===== src/usi_pkg.sv =====
package usi_pkg;
  localparam logic [7:0] ADDR_MODE     = 8'h00;
  localparam logic [7:0] ADDR_STAT     = 8'h04;
  localparam logic [7:0] ADDR_DATA     = 8'h08;
  localparam logic [7:0] ADDR_OWN      = 8'h0c;
  localparam logic [7:0] ADDR_TOC      = 8'h10;
  localparam logic [7:0] ADDR_IRQ_STAT = 8'h14;
  localparam logic [7:0] ADDR_IRQ_CLR  = 8'h18;
  localparam logic [7:0] ADDR_IRQ_EN   = 8'h1c;
  localparam logic [7:0] ADDR_PULL     = 8'h20;

  localparam logic [7:0] MODE_RST = 8'he0;
  localparam logic [7:0] STAT_RST = 8'h81;
  localparam logic [7:0] OWN_RST  = 8'h00;
  localparam logic [7:0] TOC_RST  = 8'h00;
  localparam logic [7:0] DATA_RST = 8'h00;
  localparam logic [1:0] PULL_RST = 2'h3;

  localparam int MODE_SEL_HI = 7;
  localparam int MODE_SEL_LO = 5;
  localparam int UART_BIT    = 4;
  localparam int DEB_HI      = 3;
  localparam int DEB_LO      = 2;
  localparam int EN_BIT      = 1;
  localparam logic [2:0] OPMODE_I2C = 3'h6;

  localparam logic [1:0] DEB_SEL_NONE = 2'h0;
  localparam logic [1:0] DEB_SEL_TWO  = 2'h1;
  localparam logic [2:0] DEB_NONE     = 3'h0;
  localparam logic [2:0] DEB_TWO      = 3'h2;
  localparam logic [2:0] DEB_FOUR     = 3'h4;

  localparam int IRQ_BYTE  = 0;
  localparam int IRQ_MATCH = 1;
  localparam int IRQ_STOP  = 2;
  localparam int IRQ_W     = 3;

  localparam logic [3:0] BYTE_BITS = 4'h8;
  localparam logic [3:0] ACK_SLOT  = 4'h9;

  typedef enum logic [2:0] {
    ST_IDLE = 3'h0,
    ST_ADDR = 3'h1,
    ST_RX   = 3'h3,
    ST_TX   = 3'h2,
    ST_SKIP = 3'h6
  } usi_state_t;

  typedef struct packed {
    logic transfer_complete_flag;
    logic address_match_flag;
    logic bus_busy_flag;
    logic transmit_direction_select;
    logic acknowledge_drive_control;
    logic master_read_write_flag;
    logic wake;
    logic received_acknowledge_flag;
  } usi_stat_t;

  function automatic logic [2:0] usi_deb_need(input logic [1:0] sel);
    if (sel == DEB_SEL_NONE) begin
      return DEB_NONE;
    end else if (sel == DEB_SEL_TWO) begin
      return DEB_TWO;
    end else begin
      return DEB_FOUR;
    end
  endfunction : usi_deb_need
endpackage : usi_pkg


===== src/usi_i2c_slave.sv =====
// Design decisions made here: the APB slave port and the register addresses.
module usi_i2c_slave (
  input  wire logic        pclk,
  input  wire logic        presetn,
  input  wire logic        psel,
  input  wire logic        penable,
  input  wire logic        pwrite,
  input  wire logic [7:0]  paddr,
  input  wire logic [31:0] pwdata,
  output logic      [31:0] prdata,
  output logic             pready,
  output logic             pslverr,
  input  wire logic        scl_in,
  output logic             scl_out,
  output logic             scl_oe,
  input  wire logic        sda_in,
  output logic             sda_out,
  output logic             sda_oe,
  output logic             scl_pull_en,
  output logic             sda_pull_en,
  output logic             irq
);
  logic [7:0]              mode_reg;
  usi_pkg::usi_stat_t      stat;
  logic [7:0]              shift_data;
  logic [7:0]              own_addr;
  logic [7:0]              toc;
  logic [1:0]              pull;
  logic [usi_pkg::IRQ_W-1:0] irq_stat;
  logic [usi_pkg::IRQ_W-1:0] irq_en;
  logic [1:0]              scl_sync;
  logic [1:0]              sda_sync;
  logic                    scl_f;
  logic                    scl_prev;
  logic                    sda_prev;
  logic [2:0]              deb_cnt;
  usi_pkg::usi_state_t     state;
  logic [3:0]              bitcnt;
  logic [7:0]              shreg;
  logic                    ack_drive;
  logic                    en_prev;

  logic [7:0]              next_mode_reg;
  usi_pkg::usi_stat_t      next_stat;
  logic [7:0]              next_shift_data;
  logic [7:0]              next_own_addr;
  logic [7:0]              next_toc;
  logic [1:0]              next_pull;
  logic [usi_pkg::IRQ_W-1:0] next_irq_stat;
  logic [usi_pkg::IRQ_W-1:0] next_irq_en;
  logic                    next_scl_f;
  logic [2:0]              next_deb_cnt;
  usi_pkg::usi_state_t     next_state;
  logic [3:0]              next_bitcnt;
  logic [7:0]              next_shreg;
  logic                    next_ack_drive;
  logic [31:0]             next_prdata;
  logic                    next_pslverr;

  logic                    i2c_mode;
  logic                    enable;
  logic                    active;
  logic [2:0]              deb_need;
  logic                    scl_s;
  logic                    sda_s;
  logic                    scl_rise;
  logic                    scl_fall;
  logic                    start_det;
  logic                    stop_det;
  logic                    wr;
  logic                    setup;
  logic [7:0]              rd_value;
  logic                    mapped;
  logic [usi_pkg::IRQ_W-1:0] ev;

  // second stage only is read by logic
  assign scl_s = scl_sync[1];
  assign sda_s = sda_sync[1];

  assign i2c_mode = !mode_reg[usi_pkg::UART_BIT] &&
                    mode_reg[usi_pkg::MODE_SEL_HI:usi_pkg::MODE_SEL_LO] == usi_pkg::OPMODE_I2C;
  assign enable   = mode_reg[usi_pkg::EN_BIT];
  assign active   = i2c_mode && enable;
  // debounce only counts in i2c mode
  assign deb_need = i2c_mode ?
                    usi_pkg::usi_deb_need(mode_reg[usi_pkg::DEB_HI:usi_pkg::DEB_LO]) :
                    usi_pkg::DEB_NONE;

  assign scl_rise  = scl_f && !scl_prev;
  assign scl_fall  = !scl_f && scl_prev;
  assign start_det = scl_f && scl_prev && sda_prev && !sda_s;
  assign stop_det  = scl_f && scl_prev && !sda_prev && sda_s;

  assign setup  = psel && !penable;
  assign wr     = psel && penable && pwrite;
  assign pready = penable;

  // open drain: the pin value is always low, only the enable moves
  assign scl_out = 1'b0;
  assign sda_out = 1'b0;
  // hold scl low after a byte until software services the data register
  assign scl_oe  = active && stat.transfer_complete_flag && bitcnt == 4'h0 && !scl_f &&
                   (state == usi_pkg::ST_RX || state == usi_pkg::ST_TX);
  assign sda_oe  = active && (ack_drive ||
                   (state == usi_pkg::ST_TX && bitcnt < usi_pkg::BYTE_BITS &&
                    !stat.transfer_complete_flag && !shreg[7]));
  assign scl_pull_en = pull[0];
  assign sda_pull_en = pull[1];
  assign irq = |(irq_stat & irq_en);

  always_comb begin
    // own address decodes where spi control lives in spi mode
    mapped   = 1'b1;
    rd_value = 8'h00;
    if (paddr == usi_pkg::ADDR_MODE) begin
      rd_value = mode_reg;
    end else if (paddr == usi_pkg::ADDR_STAT) begin
      rd_value = i2c_mode ? stat : 8'h00;
    end else if (paddr == usi_pkg::ADDR_DATA) begin
      rd_value = shift_data;
    end else if (paddr == usi_pkg::ADDR_OWN) begin
      rd_value = i2c_mode ? own_addr : 8'h00;
    end else if (paddr == usi_pkg::ADDR_TOC) begin
      rd_value = i2c_mode ? toc : 8'h00;
    end else if (paddr == usi_pkg::ADDR_IRQ_STAT) begin
      rd_value = {5'h00, irq_stat};
    end else if (paddr == usi_pkg::ADDR_IRQ_CLR) begin
      rd_value = 8'h00;
    end else if (paddr == usi_pkg::ADDR_IRQ_EN) begin
      rd_value = {5'h00, irq_en};
    end else if (paddr == usi_pkg::ADDR_PULL) begin
      rd_value = {6'h00, pull};
    end else begin
      mapped = 1'b0;
    end
  end

  always_comb begin
    next_mode_reg   = mode_reg;
    next_stat       = stat;
    next_shift_data = shift_data;
    next_own_addr   = own_addr;
    next_toc        = toc;
    next_pull       = pull;
    next_irq_en     = irq_en;
    next_scl_f      = scl_f;
    next_deb_cnt    = deb_cnt;
    next_state      = state;
    next_bitcnt     = bitcnt;
    next_shreg      = shreg;
    next_ack_drive  = ack_drive;
    next_prdata     = prdata;
    next_pslverr    = pslverr;
    ev              = '0;

    // read data is captured in setup so the answer comes from flops
    if (setup) begin
      next_prdata  = {24'h000000, rd_value};
      next_pslverr = !mapped;
    end

    // scl must stay at a new level deb_need+1 samples to be taken
    if (scl_s == scl_f) begin
      next_deb_cnt = 3'h0;
    end else if (deb_cnt >= deb_need) begin
      next_scl_f   = scl_s;
      next_deb_cnt = 3'h0;
    end else begin
      next_deb_cnt = deb_cnt + 3'h1;
    end

    // software writes; clears of hcf come before hardware sets
    if (wr && mapped) begin
      if (paddr == usi_pkg::ADDR_MODE) begin
        next_mode_reg = pwdata[7:0];
      end else if (paddr == usi_pkg::ADDR_STAT && i2c_mode) begin
        next_stat.transmit_direction_select  = pwdata[4];
        next_stat.acknowledge_drive_control = pwdata[3];
        next_stat.wake = pwdata[1];
      end else if (paddr == usi_pkg::ADDR_DATA) begin
        next_shift_data = pwdata[7:0];
        if (i2c_mode) begin
          next_stat.transfer_complete_flag = 1'b0;
        end
        if (state == usi_pkg::ST_TX && stat.transfer_complete_flag) begin
          next_shreg = pwdata[7:0];
        end
      end else if (paddr == usi_pkg::ADDR_OWN && i2c_mode) begin
        next_own_addr = pwdata[7:0];
      end else if (paddr == usi_pkg::ADDR_TOC && i2c_mode) begin
        next_toc = pwdata[7:0];
      end else if (paddr == usi_pkg::ADDR_IRQ_EN) begin
        next_irq_en = pwdata[usi_pkg::IRQ_W-1:0];
      end else if (paddr == usi_pkg::ADDR_PULL) begin
        next_pull = pwdata[1:0];
      end
    end
    // reading a received byte also releases the stretch
    if (psel && penable && !pwrite && paddr == usi_pkg::ADDR_DATA && i2c_mode) begin
      next_stat.transfer_complete_flag = 1'b0;
    end

    if (!active) begin
      next_state     = usi_pkg::ST_IDLE;
      next_bitcnt    = 4'h0;
      next_ack_drive = 1'b0;
      next_stat.bus_busy_flag  = 1'b0;
    end else if (start_det) begin
      next_state     = usi_pkg::ST_ADDR;
      next_bitcnt    = 4'h0;
      next_ack_drive = 1'b0;
      next_stat.bus_busy_flag  = 1'b1;
      next_stat.address_match_flag = 1'b0;
    end else if (stop_det) begin
      next_state     = usi_pkg::ST_IDLE;
      next_bitcnt    = 4'h0;
      next_ack_drive = 1'b0;
      next_stat.bus_busy_flag  = 1'b0;
      next_stat.address_match_flag = 1'b0;
      ev[usi_pkg::IRQ_STOP] = 1'b1;
    end else if (state != usi_pkg::ST_IDLE && state != usi_pkg::ST_SKIP) begin
      if (scl_rise) begin
        if (bitcnt < usi_pkg::BYTE_BITS) begin
          if (state != usi_pkg::ST_TX) begin
            next_shreg = {shreg[6:0], sda_s};
          end
          next_bitcnt = bitcnt + 4'h1;
        end else if (bitcnt == usi_pkg::BYTE_BITS) begin
          next_bitcnt = usi_pkg::ACK_SLOT;
          if (state == usi_pkg::ST_TX) begin
            next_stat.received_acknowledge_flag = sda_s;
          end
        end
      end else if (scl_fall) begin
        if (bitcnt == usi_pkg::BYTE_BITS) begin
          case (state)
            usi_pkg::ST_ADDR: begin
              if (shreg[7:1] == own_addr[7:1]) begin
                next_stat.address_match_flag = 1'b1;
                next_stat.master_read_write_flag  = shreg[0];
                next_ack_drive = 1'b1;
                ev[usi_pkg::IRQ_MATCH] = 1'b1;
              end else begin
                next_state = usi_pkg::ST_SKIP;
              end
            end
            usi_pkg::ST_RX: begin
              next_shift_data = shreg;
              next_ack_drive  = !stat.acknowledge_drive_control;
            end
            default: begin
              next_ack_drive = 1'b0;
            end
          endcase
        end else if (bitcnt == usi_pkg::ACK_SLOT) begin
          next_ack_drive = 1'b0;
          next_bitcnt    = 4'h0;
          next_stat.transfer_complete_flag  = 1'b1;
          ev[usi_pkg::IRQ_BYTE] = 1'b1;
          if (state == usi_pkg::ST_ADDR) begin
            next_state = stat.master_read_write_flag ? usi_pkg::ST_TX : usi_pkg::ST_RX;
          end else if (state == usi_pkg::ST_TX && stat.received_acknowledge_flag) begin
            // master refused more data: leave the bus alone until stop or a repeated start
            next_state = usi_pkg::ST_SKIP;
          end
        end else if (state == usi_pkg::ST_TX && bitcnt != 4'h0) begin
          next_shreg = {shreg[6:0], 1'b0};
        end
      end
    end

    // flags return to defaults when the interface is switched on
    if (enable && !en_prev) begin
      next_stat.transfer_complete_flag  = 1'b1;
      next_stat.address_match_flag = 1'b0;
      next_stat.bus_busy_flag  = 1'b0;
      next_stat.master_read_write_flag  = 1'b0;
      next_stat.received_acknowledge_flag = 1'b1;
    end

    // a set in the clear cycle survives
    next_irq_stat = (irq_stat & ~((wr && paddr == usi_pkg::ADDR_IRQ_CLR) ?
                    pwdata[usi_pkg::IRQ_W-1:0] : '0)) | ev;
  end

  always_ff @(posedge pclk or negedge presetn) begin
    if (!presetn) begin
      mode_reg   <= usi_pkg::MODE_RST;
      stat       <= usi_pkg::STAT_RST;
      shift_data <= usi_pkg::DATA_RST;
      own_addr   <= usi_pkg::OWN_RST;
      toc        <= usi_pkg::TOC_RST;
      pull       <= usi_pkg::PULL_RST;
      irq_stat   <= '0;
      irq_en     <= '0;
      scl_sync   <= 2'h3;
      sda_sync   <= 2'h3;
      scl_f      <= 1'b1;
      scl_prev   <= 1'b1;
      sda_prev   <= 1'b1;
      deb_cnt    <= 3'h0;
      state      <= usi_pkg::ST_IDLE;
      bitcnt     <= 4'h0;
      shreg      <= 8'h00;
      ack_drive  <= 1'b0;
      en_prev    <= 1'b0;
      prdata     <= 32'h00000000;
      pslverr    <= 1'b0;
    end else begin
      mode_reg   <= next_mode_reg;
      stat       <= next_stat;
      shift_data <= next_shift_data;
      own_addr   <= next_own_addr;
      toc        <= next_toc;
      pull       <= next_pull;
      irq_stat   <= next_irq_stat;
      irq_en     <= next_irq_en;
      scl_sync   <= {scl_sync[0], scl_in};
      sda_sync   <= {sda_sync[0], sda_in};
      scl_f      <= next_scl_f;
      scl_prev   <= scl_f;
      sda_prev   <= sda_s;
      deb_cnt    <= next_deb_cnt;
      state      <= next_state;
      bitcnt     <= next_bitcnt;
      shreg      <= next_shreg;
      ack_drive  <= next_ack_drive;
      en_prev    <= enable;
      prdata     <= next_prdata;
      pslverr    <= next_pslverr;
    end
  end
endmodule : usi_i2c_slave


===== config.mk =====
export PLATFORM = sky130hd
export DESIGN_NAME = usi_i2c_slave
export DESIGN_NICKNAME = d
export VERILOG_FILES = /design/src/usi_pkg.sv /design/src/usi_i2c_slave.sv
export SDC_FILE = /design/constraint.sdc
export NUM_CORES = 1
export LEC_CHECK = 0
export BUFFER_PORTS_ARGS = -buffer_cell sky130_fd_sc_hd__buf_2
export CORE_ASPECT_RATIO = 0.7
export CORE_UTILIZATION = 61
export CTS_CLUSTER_DIAMETER = 200
export CTS_CLUSTER_SIZE = 16
export DETAILED_ROUTE_END_ITERATION = 16
export GPL_TIMING_DRIVEN = 0
export MAX_ROUTING_LAYER = met4
export PLACE_DENSITY = 0.86
export REMOVE_ABC_BUFFERS = 1
export SYNTH_ARGS = -nofsm -noshare
export SYNTH_HDL_FRONTEND = slang
export SYNTH_SLANG_ARGS = --single-unit

===== constraint.sdc =====
create_clock -name pclk -period 5.99 [get_ports pclk]
set_input_delay 0.2995 -clock pclk [delete_from_list [all_inputs] [get_ports pclk]]
set_output_delay 0.2995 -clock pclk [all_outputs]
set_load 0.01 [all_outputs]

## Yosys cells after proc, flatten, opt, wreduce, memory -nomap -nowiden

Index checks and enable logic that the tools add are counted.

- Divide/modulo/power cells: 0
- Order comparisons: 2
- Reductions and logical operators: 79
- Add/sub/neg operators: 2
- Equality and inequality tests: 37
- Muxes and demuxes: 140
- $mul: 0
- Bitwise gates (word level): 11
- Shift operators: 0

Operator list:

| kind | number |
|---|---|
| 8-bit 2-to-1 mux | 36 |
| 3-bit 2-to-1 mux | 24 |
| 1-bit 2-to-1 mux | 59 |
| 4-bit 2-to-1 mux | 10 |
| 1-bit logical AND | 33 |
| 8-bit by 5-bit == test with 1-bit output (second input constant) | 4 |
| 4-bit nonzero test | 6 |
| 7-bit AND reduction | 3 |
| 2-bit 2-to-1 mux | 10 |
| 5-bit by 1-bit != test with 1-bit output (second input constant) | 4 |
| 8-bit by 4-bit == test with 1-bit output (second input constant) | 2 |
| 4-bit by 1-bit != test with 1-bit output (second input constant) | 4 |
| 8-bit AND reduction | 2 |
| 2-bit nonzero test | 8 |
| 5-bit AND reduction | 3 |
| 1-bit zero test | 12 |
| 5-bit != test (second input constant) | 2 |
| 9-bit AND reduction | 1 |
| 4-bit == test (second input constant) | 2 |
| 8-bit by 3-bit == test with 1-bit output (second input constant) | 1 |
| 8-bit by 6-bit == test with 1-bit output (second input constant) | 1 |
| 8-bit zero test | 1 |
| 2-bit by 1-bit != test with 1-bit output (second input constant) | 4 |
| 7-bit == test | 1 |
| other kinds (28) | 38 |

- Bits of input ports: 47
- Bits in latches: 0
- Register bits: 84
- Logic and storage cells: 299
- Memory bits (read-only): 0
- Memories: 0
- Bits in writable memories: 0

## Logic depth before layout (Yosys ltp)

Gate-level depths: netlist of run 1.

- Word-level depth: 22
- Gate-level depth with buffers: 8
- Depth with buffers taken out: 8

## Least setup slack after synthesis of run 1

Ideal clock, no wire load.

- Path kind: register to register
- Start point: reg mode_reg[6]
- End point: reg toc[7]
- Stages on the path, launching flop included: 8
- Arrival time: 1.984 ns
- Path slack: 3.881 ns
- Required time: 5.865 ns
- Path through: dfstp_2 -> and4bb_2 -> clkbuf_2 -> and4_1 -> clkbuf_1 -> and4_1 -> buf_4 -> mux2_2

- Word-level cells in the longest chain between the ends: 5
- Elaborated cells on any way between the ends: 8
- Classes of those cells: eq/ne: 1; bitwise: 2; reduce/logical: 5

RTL lines:

| element | RTL line | text |
|---|---|---|
| start: declaration | usi_i2c_slave.sv:23 | `logic [7:0] mode_reg;` |
| start signal: assignment | usi_i2c_slave.sv:288 | `mode_reg <= usi_pkg::MODE_RST;` |
| start signal: assignment | usi_i2c_slave.sv:310 | `mode_reg <= next_mode_reg;` |
| 3-bit == test (*) | usi_i2c_slave.sv:81 | `mode_reg[usi_pkg::MODE_SEL_HI:usi_pkg::MODE_SEL_LO] == usi_pkg::OPMODE_I2C;` |
| 1-bit logical AND (*) | usi_i2c_slave.sv:80 | `assign i2c_mode = !mode_reg[usi_pkg::UART_BIT] &&` |
| 1-bit logical AND (on tied branches) | usi_i2c_slave.sv:188, usi_i2c_slave.sv:176 |  |
| 1-bit inverter (no line) | -- |  |
| 6-bit AND reduction (no line) (*) | -- |  |
| end signal: assignment | usi_i2c_slave.sv:292 | `toc <= usi_pkg::TOC_RST;` |
| end signal: assignment | usi_i2c_slave.sv:314 | `toc <= next_toc;` |
| end: declaration | usi_i2c_slave.sv:27 | `logic [7:0] toc;` |

Mark *: on every way between the ends. The rest lies on a longest branch, timed or not.
A chain may end at the register's enable or synchronous reset.

## Worst setup path in the final report of run 1

Ends and elaborated chain as after synthesis.

==> metrics.cfg, run 1 <==
[routing]
num_vias=3876
firstDrtPassIters=5
drt_wl_total_mm=12.1
drtIter0Drc=546
viasPerCell=6.49
wl_per_cell_um=20.3
route.detailed.drc=0
ant_nets=0

[global_routing]
antenna_found_initial=0
grt_pass1_wl_mm=19.4
grt_max_degree=67
grtUsageTotal_pct=32.1
grt_pass1_vias=3675
grt_overflow=0

[timing]
max_freq_mhz=378
drv_slew=0
tns_ns=0
maxSlewHeadroom_pct=22.4
fin_crit_sh_pct=44.2
clock_skew_ns=0.00802
max_slew.worst_pin.slew_ns=1.15
finalSetupViolCount=0
finalHoldViolCount=0
fin_hold_ws_ns=0.0494
fin_crit_ns=2.65
rsz0062_at_grt=false

[yosys]
synth_cell_types=70
ys_seq_area_share_pct=43.6
synth_edf_count=0
yosys_register_bits=84
postSynthCellCount=464
synth_area_per_cell_um2=10.5
yosys_warnings=0
synth_ff_type=dfrtp_1
syn-cell-area_um2=4860
async_reset_ff_share_pct=100

[finish]
num-fill-cells=562
layout_common_cells=dfrtp_1, nand2_1, buf_2
area_growth_syn_to_layout_pct=9.45
antenna_cells=0
register_area_um2=2120
multi_input_area_um2=2510
post-route-util_pct=70.8
drive_gt1_share_pct=23.8
nNetsFinal=547
final_common_cell=dfrtp_1

[floorplan]
pin_count=88
core_area_um2=7510
fp-row-count=26
die_area_um2=8330
die_y_um=76.7
initial_core_util_pct=64.7
die_x_um=109

[pwr]
powerDensity_nw_per_um2=233
ir_worst_vdd_v=0.000201
total_power_mw=1.24
power_leakage_nw=2.36

[clock_network]
cts_buffer_depth=2
cts_tree=yes
clk_latency_ns=0.35
root_buffer=clkbuf_16
cts_sinks=84
ctsHtreeMaxLevel=3
cts_inserted_buffers=9
cts_setup_buffers=0
clk_pin_slew_ns=0.06

[place]
gp_congestion=0.941
port_buffers=37
hpwl_mm=8.81

[job]
cap_violations=0

[critical_path]
worstSetupEndpointType=flip-flop
cp_data_arrival_time_ns=2.88
critPathRequiredTime_ns=6.22
startpoint_type=flip-flop
slowest_delay_ns=0.66
worst-path-buf-inv=0
worst_path_most_repeated_cell=and4_1
crit_fanout=8
path_cells=and4bb_2 -> and4_1 -> and4_1 -> mux2_2
cpMaxStageDelayCell=and4_1
critical_path.top_delay_family=simple AND/OR/NAND/NOR gates
worstSetupPathType=flip-flop to flip-flop

[worst_hold_path]
hp-class=input pin to flip-flop

[status]
status=completed

[logic make-up after synthesis]
kind of cell               after synthesis  share of synthesized area, %
AOI/OAI and AO/OA                      110                          14.8
adders and majority gates                6                          1.55
xor gates and xnor gates                11                          1.98
and+or+nand+nor                        138                          18.1
muxes                                   58                          13.2
other                                    1                        0.0772
buffers and inverters                   56                          6.59
DFF                                     84                          43.6
[metrics by stage]
step                      setup WS [ns]  instance area, um2  cells
final                              3.34                5320    597
after global routing               3.24                5320    597
after global placement             3.46                4980    579
after detailed placement           3.38                5010    580
after floorplan                    3.92                4670    444
after CTS                          3.41                5320    597
[synth_stat cells, types with 12 or more instances]
cell / n / area [um2]
o21ai_0: 31 / 155
nand2_1: 36 / 135
dfstp_2: 14 / 368
nor2_1: 14 / 52.6
buf_4: 28 / 210
a21oi_1: 29 / 145
mux2_1: 22 / 248
nand3_1: 12 / 60.1
nand4_1: 12 / 75.1
mux2_2: 27 / 304
dfrtp_1: 70 / 1750
[cell type report]
class                   count  share of cell area, %
repair buffers             39                   4.24
inverters                  11                  0.776
well taps                  98                   2.31
flip-flops and latches     84                   39.9
clock buffers              11                   4.75
clock inverters             5                  0.824
multi-input cells         349                   47.2
[worst register-to-register path, cell delays in order, from the launching register on]
cell and delay (ns):
dfstp_2 0.59, and4bb_2 0.38, and4_1 0.49, and4_1 0.66
mux2_2 0.40
[repair_timing]
action | CTS | global route
hold buffers | 1 | 0
resized for setup | 0 | 0
endpoints found under the hold margin | 12 | 0
[path summary, 6_finish.rpt]
check,start,to,slack (ns),depth (start not counted)
max in group asynchronous,presetn,sda_sync[0]$_DFF_PN1_,4.96,3
hold reg to reg,sda_sync[0]$_DFF_PN1_,sda_sync[1]$_DFF_PN1_,0.36,0
setup / recovery,mode_reg[6]$_DFFE_PN1P_,toc[7]$_DFFE_PN0P_,3.34,4
min in group asynchronous,presetn,bitcnt[1]$_DFFE_PN0P_,0.39,2
hold / removal,scl_in,scl_sync[0]$_DFF_PN1_,0.05,1
setup reg to reg,mode_reg[6]$_DFFE_PN1P_,toc[7]$_DFFE_PN0P_,3.34,4
[per-layer routing]
| metal | wire (um) | GRT usage [%] | vias up |
|---|---|---|---|
| li1 | - | - | 1719 |
| met1 | 5140 | 44.3 | 1884 |
| met2 | 5320 | 45.3 | 234 |
| met3 | 1390 | 9.27 | 39 |
| met4 | 291 | 11.4 | 0 |
| met5 | 0 | - | - |
[where the power goes]
part	total (mW)	switching, mW	internal, mW
registers	0.597	0.0130	0.584
clock network	0.545	0.237	0.308
logic	0.0955	0.0646	0.0310
(Power assumes the default switching activity.)
==> inputs of run 2 (changes only) <==
CORE_UTILIZATION = 51   (was 61)
PLACE_DENSITY = 0.77   (was 0.86)
clock period = 2.1 ns   (was 5.99 ns; I/O delays follow)
==> metrics.cfg, run 2 (synthesis gave the netlist of run 1 again) <==
[clock_network]
clk_latency_ns=0.35
cts_tree=yes
cts_buffer_depth=2
cts_inserted_buffers=9
root_buffer=clkbuf_16
cts_sinks=84
ctsHtreeMaxLevel=3
clk_pin_slew_ns=0.06

[place]
placed_area_um2=5040
gp_congestion=0.925
hpwl_mm=9.09
post-place-cells=606
dp_slack_ns=-0.517
port_buffers=37

[finish]
nNetsFinal=566
fin_cells=642
antenna_cells=0
drive_gt1_share_pct=31.3
layout_common_cells=dfrtp_1, buf_2, nand2_1
final_common_cell=dfrtp_1
area_growth_syn_to_layout_pct=17.8
fin_area_um2=5720

[global_routing]
grt_overflow=0
grt_pass1_wl_mm=21.0
grt_pass1_vias=3810
grt_max_degree=57
grtUsageTotal_pct=28.9
antenna_found_initial=0

[pwr]
powerDensity_nw_per_um2=672
power_leakage_nw=2.49
ir_worst_vdd_v=0.000544

[critical_path]
crit_fanout=8
worst_path_most_repeated_cell=mux2_4
cp_data_arrival_time_ns=2.34
startpoint_type=flip-flop
worstSetupEndpointType=flip-flop
slowest_delay_ns=0.43
path_cells=nor3b_4 -> nand4_1 -> nor4_4 -> buf_12 -> mux2_4 -> mux2_4
cpMaxStageDelayCell=dfrtp_2
worstSetupPathType=flip-flop to flip-flop
critPathRequiredTime_ns=2.33

[status]
violations=negative setup slack
status=finished, violations left

[routing]
firstDrtPassIters=5
drtIter0Drc=381
ant_nets=0
viasPerCell=6.07
wl_per_cell_um=20.7
route.detailed.drc=0
num_vias=3898
drt_wl_total_mm=13.3

[floorplan]
core_area_um2=9140
die_area_um2=9930
pin_count=88
fp-row-count=29
initial_core_util_pct=53.1
die_y_um=83.7
die_x_um=119

[timing]
finalSetupViolCount=4
max_freq_mhz=474
fin_crit_sh_pct=100
clock_skew_ns=0.00549
drv_slew=0
finalWorstSetupSlack_ns=-0.00800
max_slew.worst_pin.slew_ns=0.917
rsz0062_at_grt=true
tns_ns=-0.0233
maxSlewHeadroom_pct=38.8
finalHoldViolCount=0
fin_crit_ns=2.11

[worst_hold_path]
hp-class=input pin to flip-flop

[job]
cap_violations=0

## run 2: power by group
| part | internal, mW | switching (mW) |
|---|---|---|
| clock network | 1.19 | 0.660 |
| logic | 0.0912 | 0.190 |
| registers | 1.67 | 0.0409 |
| total | 2.95 | 0.891 |
## run 2: metrics by stage
step | hold slack, ns | util [%] | power, mW
after floorplan | -0.191 | - | 1.84
after global placement | 0.211 | 54.8 | 1.99
after detailed placement | 0.0620 | 55.2 | 2.00
after CTS | 0.0734 | 61.6 | 3.86
after global routing | 0.0942 | 62.6 | 3.97
final | 0.0808 | 62.6 | 3.84
## run 2: worst paths after layout
check                                 startpoint                    end  slack, ns  cells past startpoint
min reg2reg                sda_sync[0]$_DFF_PN1_  sda_sync[1]$_DFF_PN1_       0.36                      0
max                         state[0]$_DFFE_PN0P_     shreg[5]$_DFF_PN0_     -0.008                      6
max reg2reg                 state[0]$_DFFE_PN0P_     shreg[5]$_DFF_PN0_     -0.008                      6
max in group asynchronous                presetn  scl_sync[0]$_DFF_PN1_       1.21                      3
min                                    pwdata[5]     toc[5]$_DFFE_PN0P_       0.08                      2
min in group asynchronous                presetn    pslverr$_DFFE_PN0P_       0.24                      2
## run 2: final cells by class
type | count | area, um2
clock buffer | 10 | 239
timing repair buffer | 58 | 423
multi-input combinational | 349 | 2630
fill | 734 | 3420
inverter | 11 | 41.3
sequential | 84 | 2120
tap | 124 | 155
clock inverter | 6 | 111
## run 2: worst max-delay path: cells and delay by family, from the launching register on
kind / cells / cell delay (ns)
DFF: 1 / 0.43
buffers and inverters: 1 / 0.19
muxes: 2 / 0.57
and+or+nand+nor: 3 / 0.78
## run 2: per-layer routing
| metal | up-vias | global-route usage, % | share of wire [%] |
|---|---|---|---|
| met3 | 21 | 7.31 | 8.7 |
| met5 | - | - | 0 |
| li1 | 1746 | - | - |
| met4 | 0 | 8.98 | 1.7 |
| met2 | 192 | 41.2 | 44 |
| met1 | 1939 | 40.5 | 45 |
## run 2: repair_timing
action | in CTS | in global routing
pin swaps | 7 | 9
hold buffers | 3 | 0
resized for setup | 27 | 6
buffers inserted | 9 | 8
endpoints found under the setup margin | 30 | 20
endpoints found under the hold margin | 22 | 0
==> inputs of run 3 (changes only) <==
REMOVE_ABC_BUFFERS = default   (was 1)
==> metrics.cfg, run 3 (synthesis gave the netlist of run 1 again) <==
[finish]
layout_common_cells=dfrtp_1, buf_4, nand2_1, buf_2, o21ai_0
drive_gt1_share_pct=32.2
nNetsFinal=608
area_growth_syn_to_layout_pct=21.4
post-route-util_pct=64.5
fin_cells=683
antenna_cells=0
fin_area_um2=5900
final_common_cell=dfrtp_1

[global_routing]
grt_pass1_wl_mm=21.7
grtUsageTotal_pct=29.7
grt_max_degree=54
grt_overflow=0
grt_pass1_vias=3924
antenna_found_initial=0

[floorplan]
fp-row-count=29
die_y_um=83.7
die_area_um2=9930
die_x_um=119
core_area_um2=9140
pin_count=88
initial_core_util_pct=53.1

[clock_network]
clk_latency_ns=0.35
cts_tree=yes
cts_buffer_depth=2
clk_pin_slew_ns=0.06
ctsHtreeMaxLevel=3
root_buffer=clkbuf_16
cts_sinks=84
cts_inserted_buffers=9

[routing]
wl_per_cell_um=20.0
num_vias=4065
drt_wl_total_mm=13.7
route.detailed.drc=0
ant_nets=0
drtIter0Drc=388
viasPerCell=5.95
firstDrtPassIters=6

[critical_path]
critPathRequiredTime_ns=2.32
cp_data_arrival_time_ns=2.31
rrSetupSlack_ns=0.009
rr_worst_depth=8
worstSetupPathType=flip-flop to flip-flop
startpoint_type=flip-flop
worstSetupEndpointType=flip-flop
crit_fanout=8
rr_endpoint=own_addr[0]$_DFFE_PN0P_
worstReg2RegStart=mode_reg[7]$_DFFE_PN1P_

[status]
status=completed

[place]
hpwl_mm=9.37
post-place-cells=648
dp_slack_ns=-0.514
port_buffers=34
gp_congestion=0.898
placed_area_um2=5310

[worst_hold_path]
hp-class=input pin to flip-flop
worstHoldStart=pwdata[5]
hold_end=toc[5]$_DFFE_PN0P_
hold_path_depth=2

[timing]
drv_slew=0
fin_hold_ws_ns=0.0716
rsz0062_at_grt=true
maxSlewHeadroom_pct=57.1
clock_skew_ns=0.0104
fin_crit_ns=2.09
max_freq_mhz=478
max_slew.worst_pin.slew_ns=0.643
finalWorstSetupSlack_ns=0.00932
finalHoldViolCount=0
fin_crit_sh_pct=99.6
tns_ns=0
finalSetupViolCount=0

[pwr]
power_leakage_nw=2.65
total_power_mw=3.47
powerDensity_nw_per_um2=589
ir_worst_vdd_v=0.000508

[job]
cap_violations=0

## run 3: cell count changes in the layout (fill, tap and decap cells not counted), sizes merged
cell    previous run  this run
buf               55        88
clkbuf            10        22
clkinv             2         1
bufinv             3         0
## run 3: critical path, cell delays in order (launching register included)
cell      delay (ns)
dfstp_2         0.57
and4bb_4        0.33
buf_4           0.16
nand4_1         0.09
nand4_1         0.14
buf_4           0.16
nor2_4          0.05
buf_12          0.14
mux2_1          0.32
## run 3: layout make-up
class,count,area [um2]
plain buffers,42,289
clock buffers,13,250
clock inverters,2,12.5
fillers,732,3250
inverters,11,41.3
multi-input cells,349,2610
flip-flops and latches,84,2120
well taps,124,155
repair buffers,58,418
## run 3: worst max path at each step
stage                            startpoint                      end  cells after the start
global placement       state[0]$_DFFE_PN0P_       shreg[5]$_DFF_PN0_                      6
finish              mode_reg[7]$_DFFE_PN1P_  own_addr[0]$_DFFE_PN0P_                      8
global route        mode_reg[6]$_DFFE_PN1P_  own_addr[0]$_DFFE_PN0P_                      8
floorplan              state[0]$_DFFE_PN0P_       shreg[1]$_DFF_PN0_                      6
detailed placement     state[0]$_DFFE_PN0P_       shreg[2]$_DFF_PN0_                      6
CTS                 mode_reg[6]$_DFFE_PN1P_        scl_f$_DFFE_PN1P_                      7
## run 3: routing by layer
metal  routed length [um]  share of wire [%]  GRT usage (%)  vias up
met2                 5830                 43           41.9      222
met1                 6050                 44           41.5     1970
li1                     -                  -              -     1835
met4                  410                3.0           10.7        0
met5                    0                  0              -        -
met3                 1390                 10           7.31       38
## run 3: timing repair
action / CTS / global route
endpoints found under the hold margin: 26 / 0
pin swaps: 9 / 10
gates resized for setup: 14 / 19
endpoints found under the setup margin: 43 / 44
hold buffers: 3 / 0
setup buffers: 11 / 9
cloned: 0 / 0
## run 3: where the power goes
group / switching, mW / total [mW] / internal [mW]
Combinational: 0.204 / 0.330 / 0.127
Clock: 0.616 / 1.44 / 0.826
Sequential: 0.0347 / 1.70 / 1.67
Total: 0.854 / 3.47 / 2.62
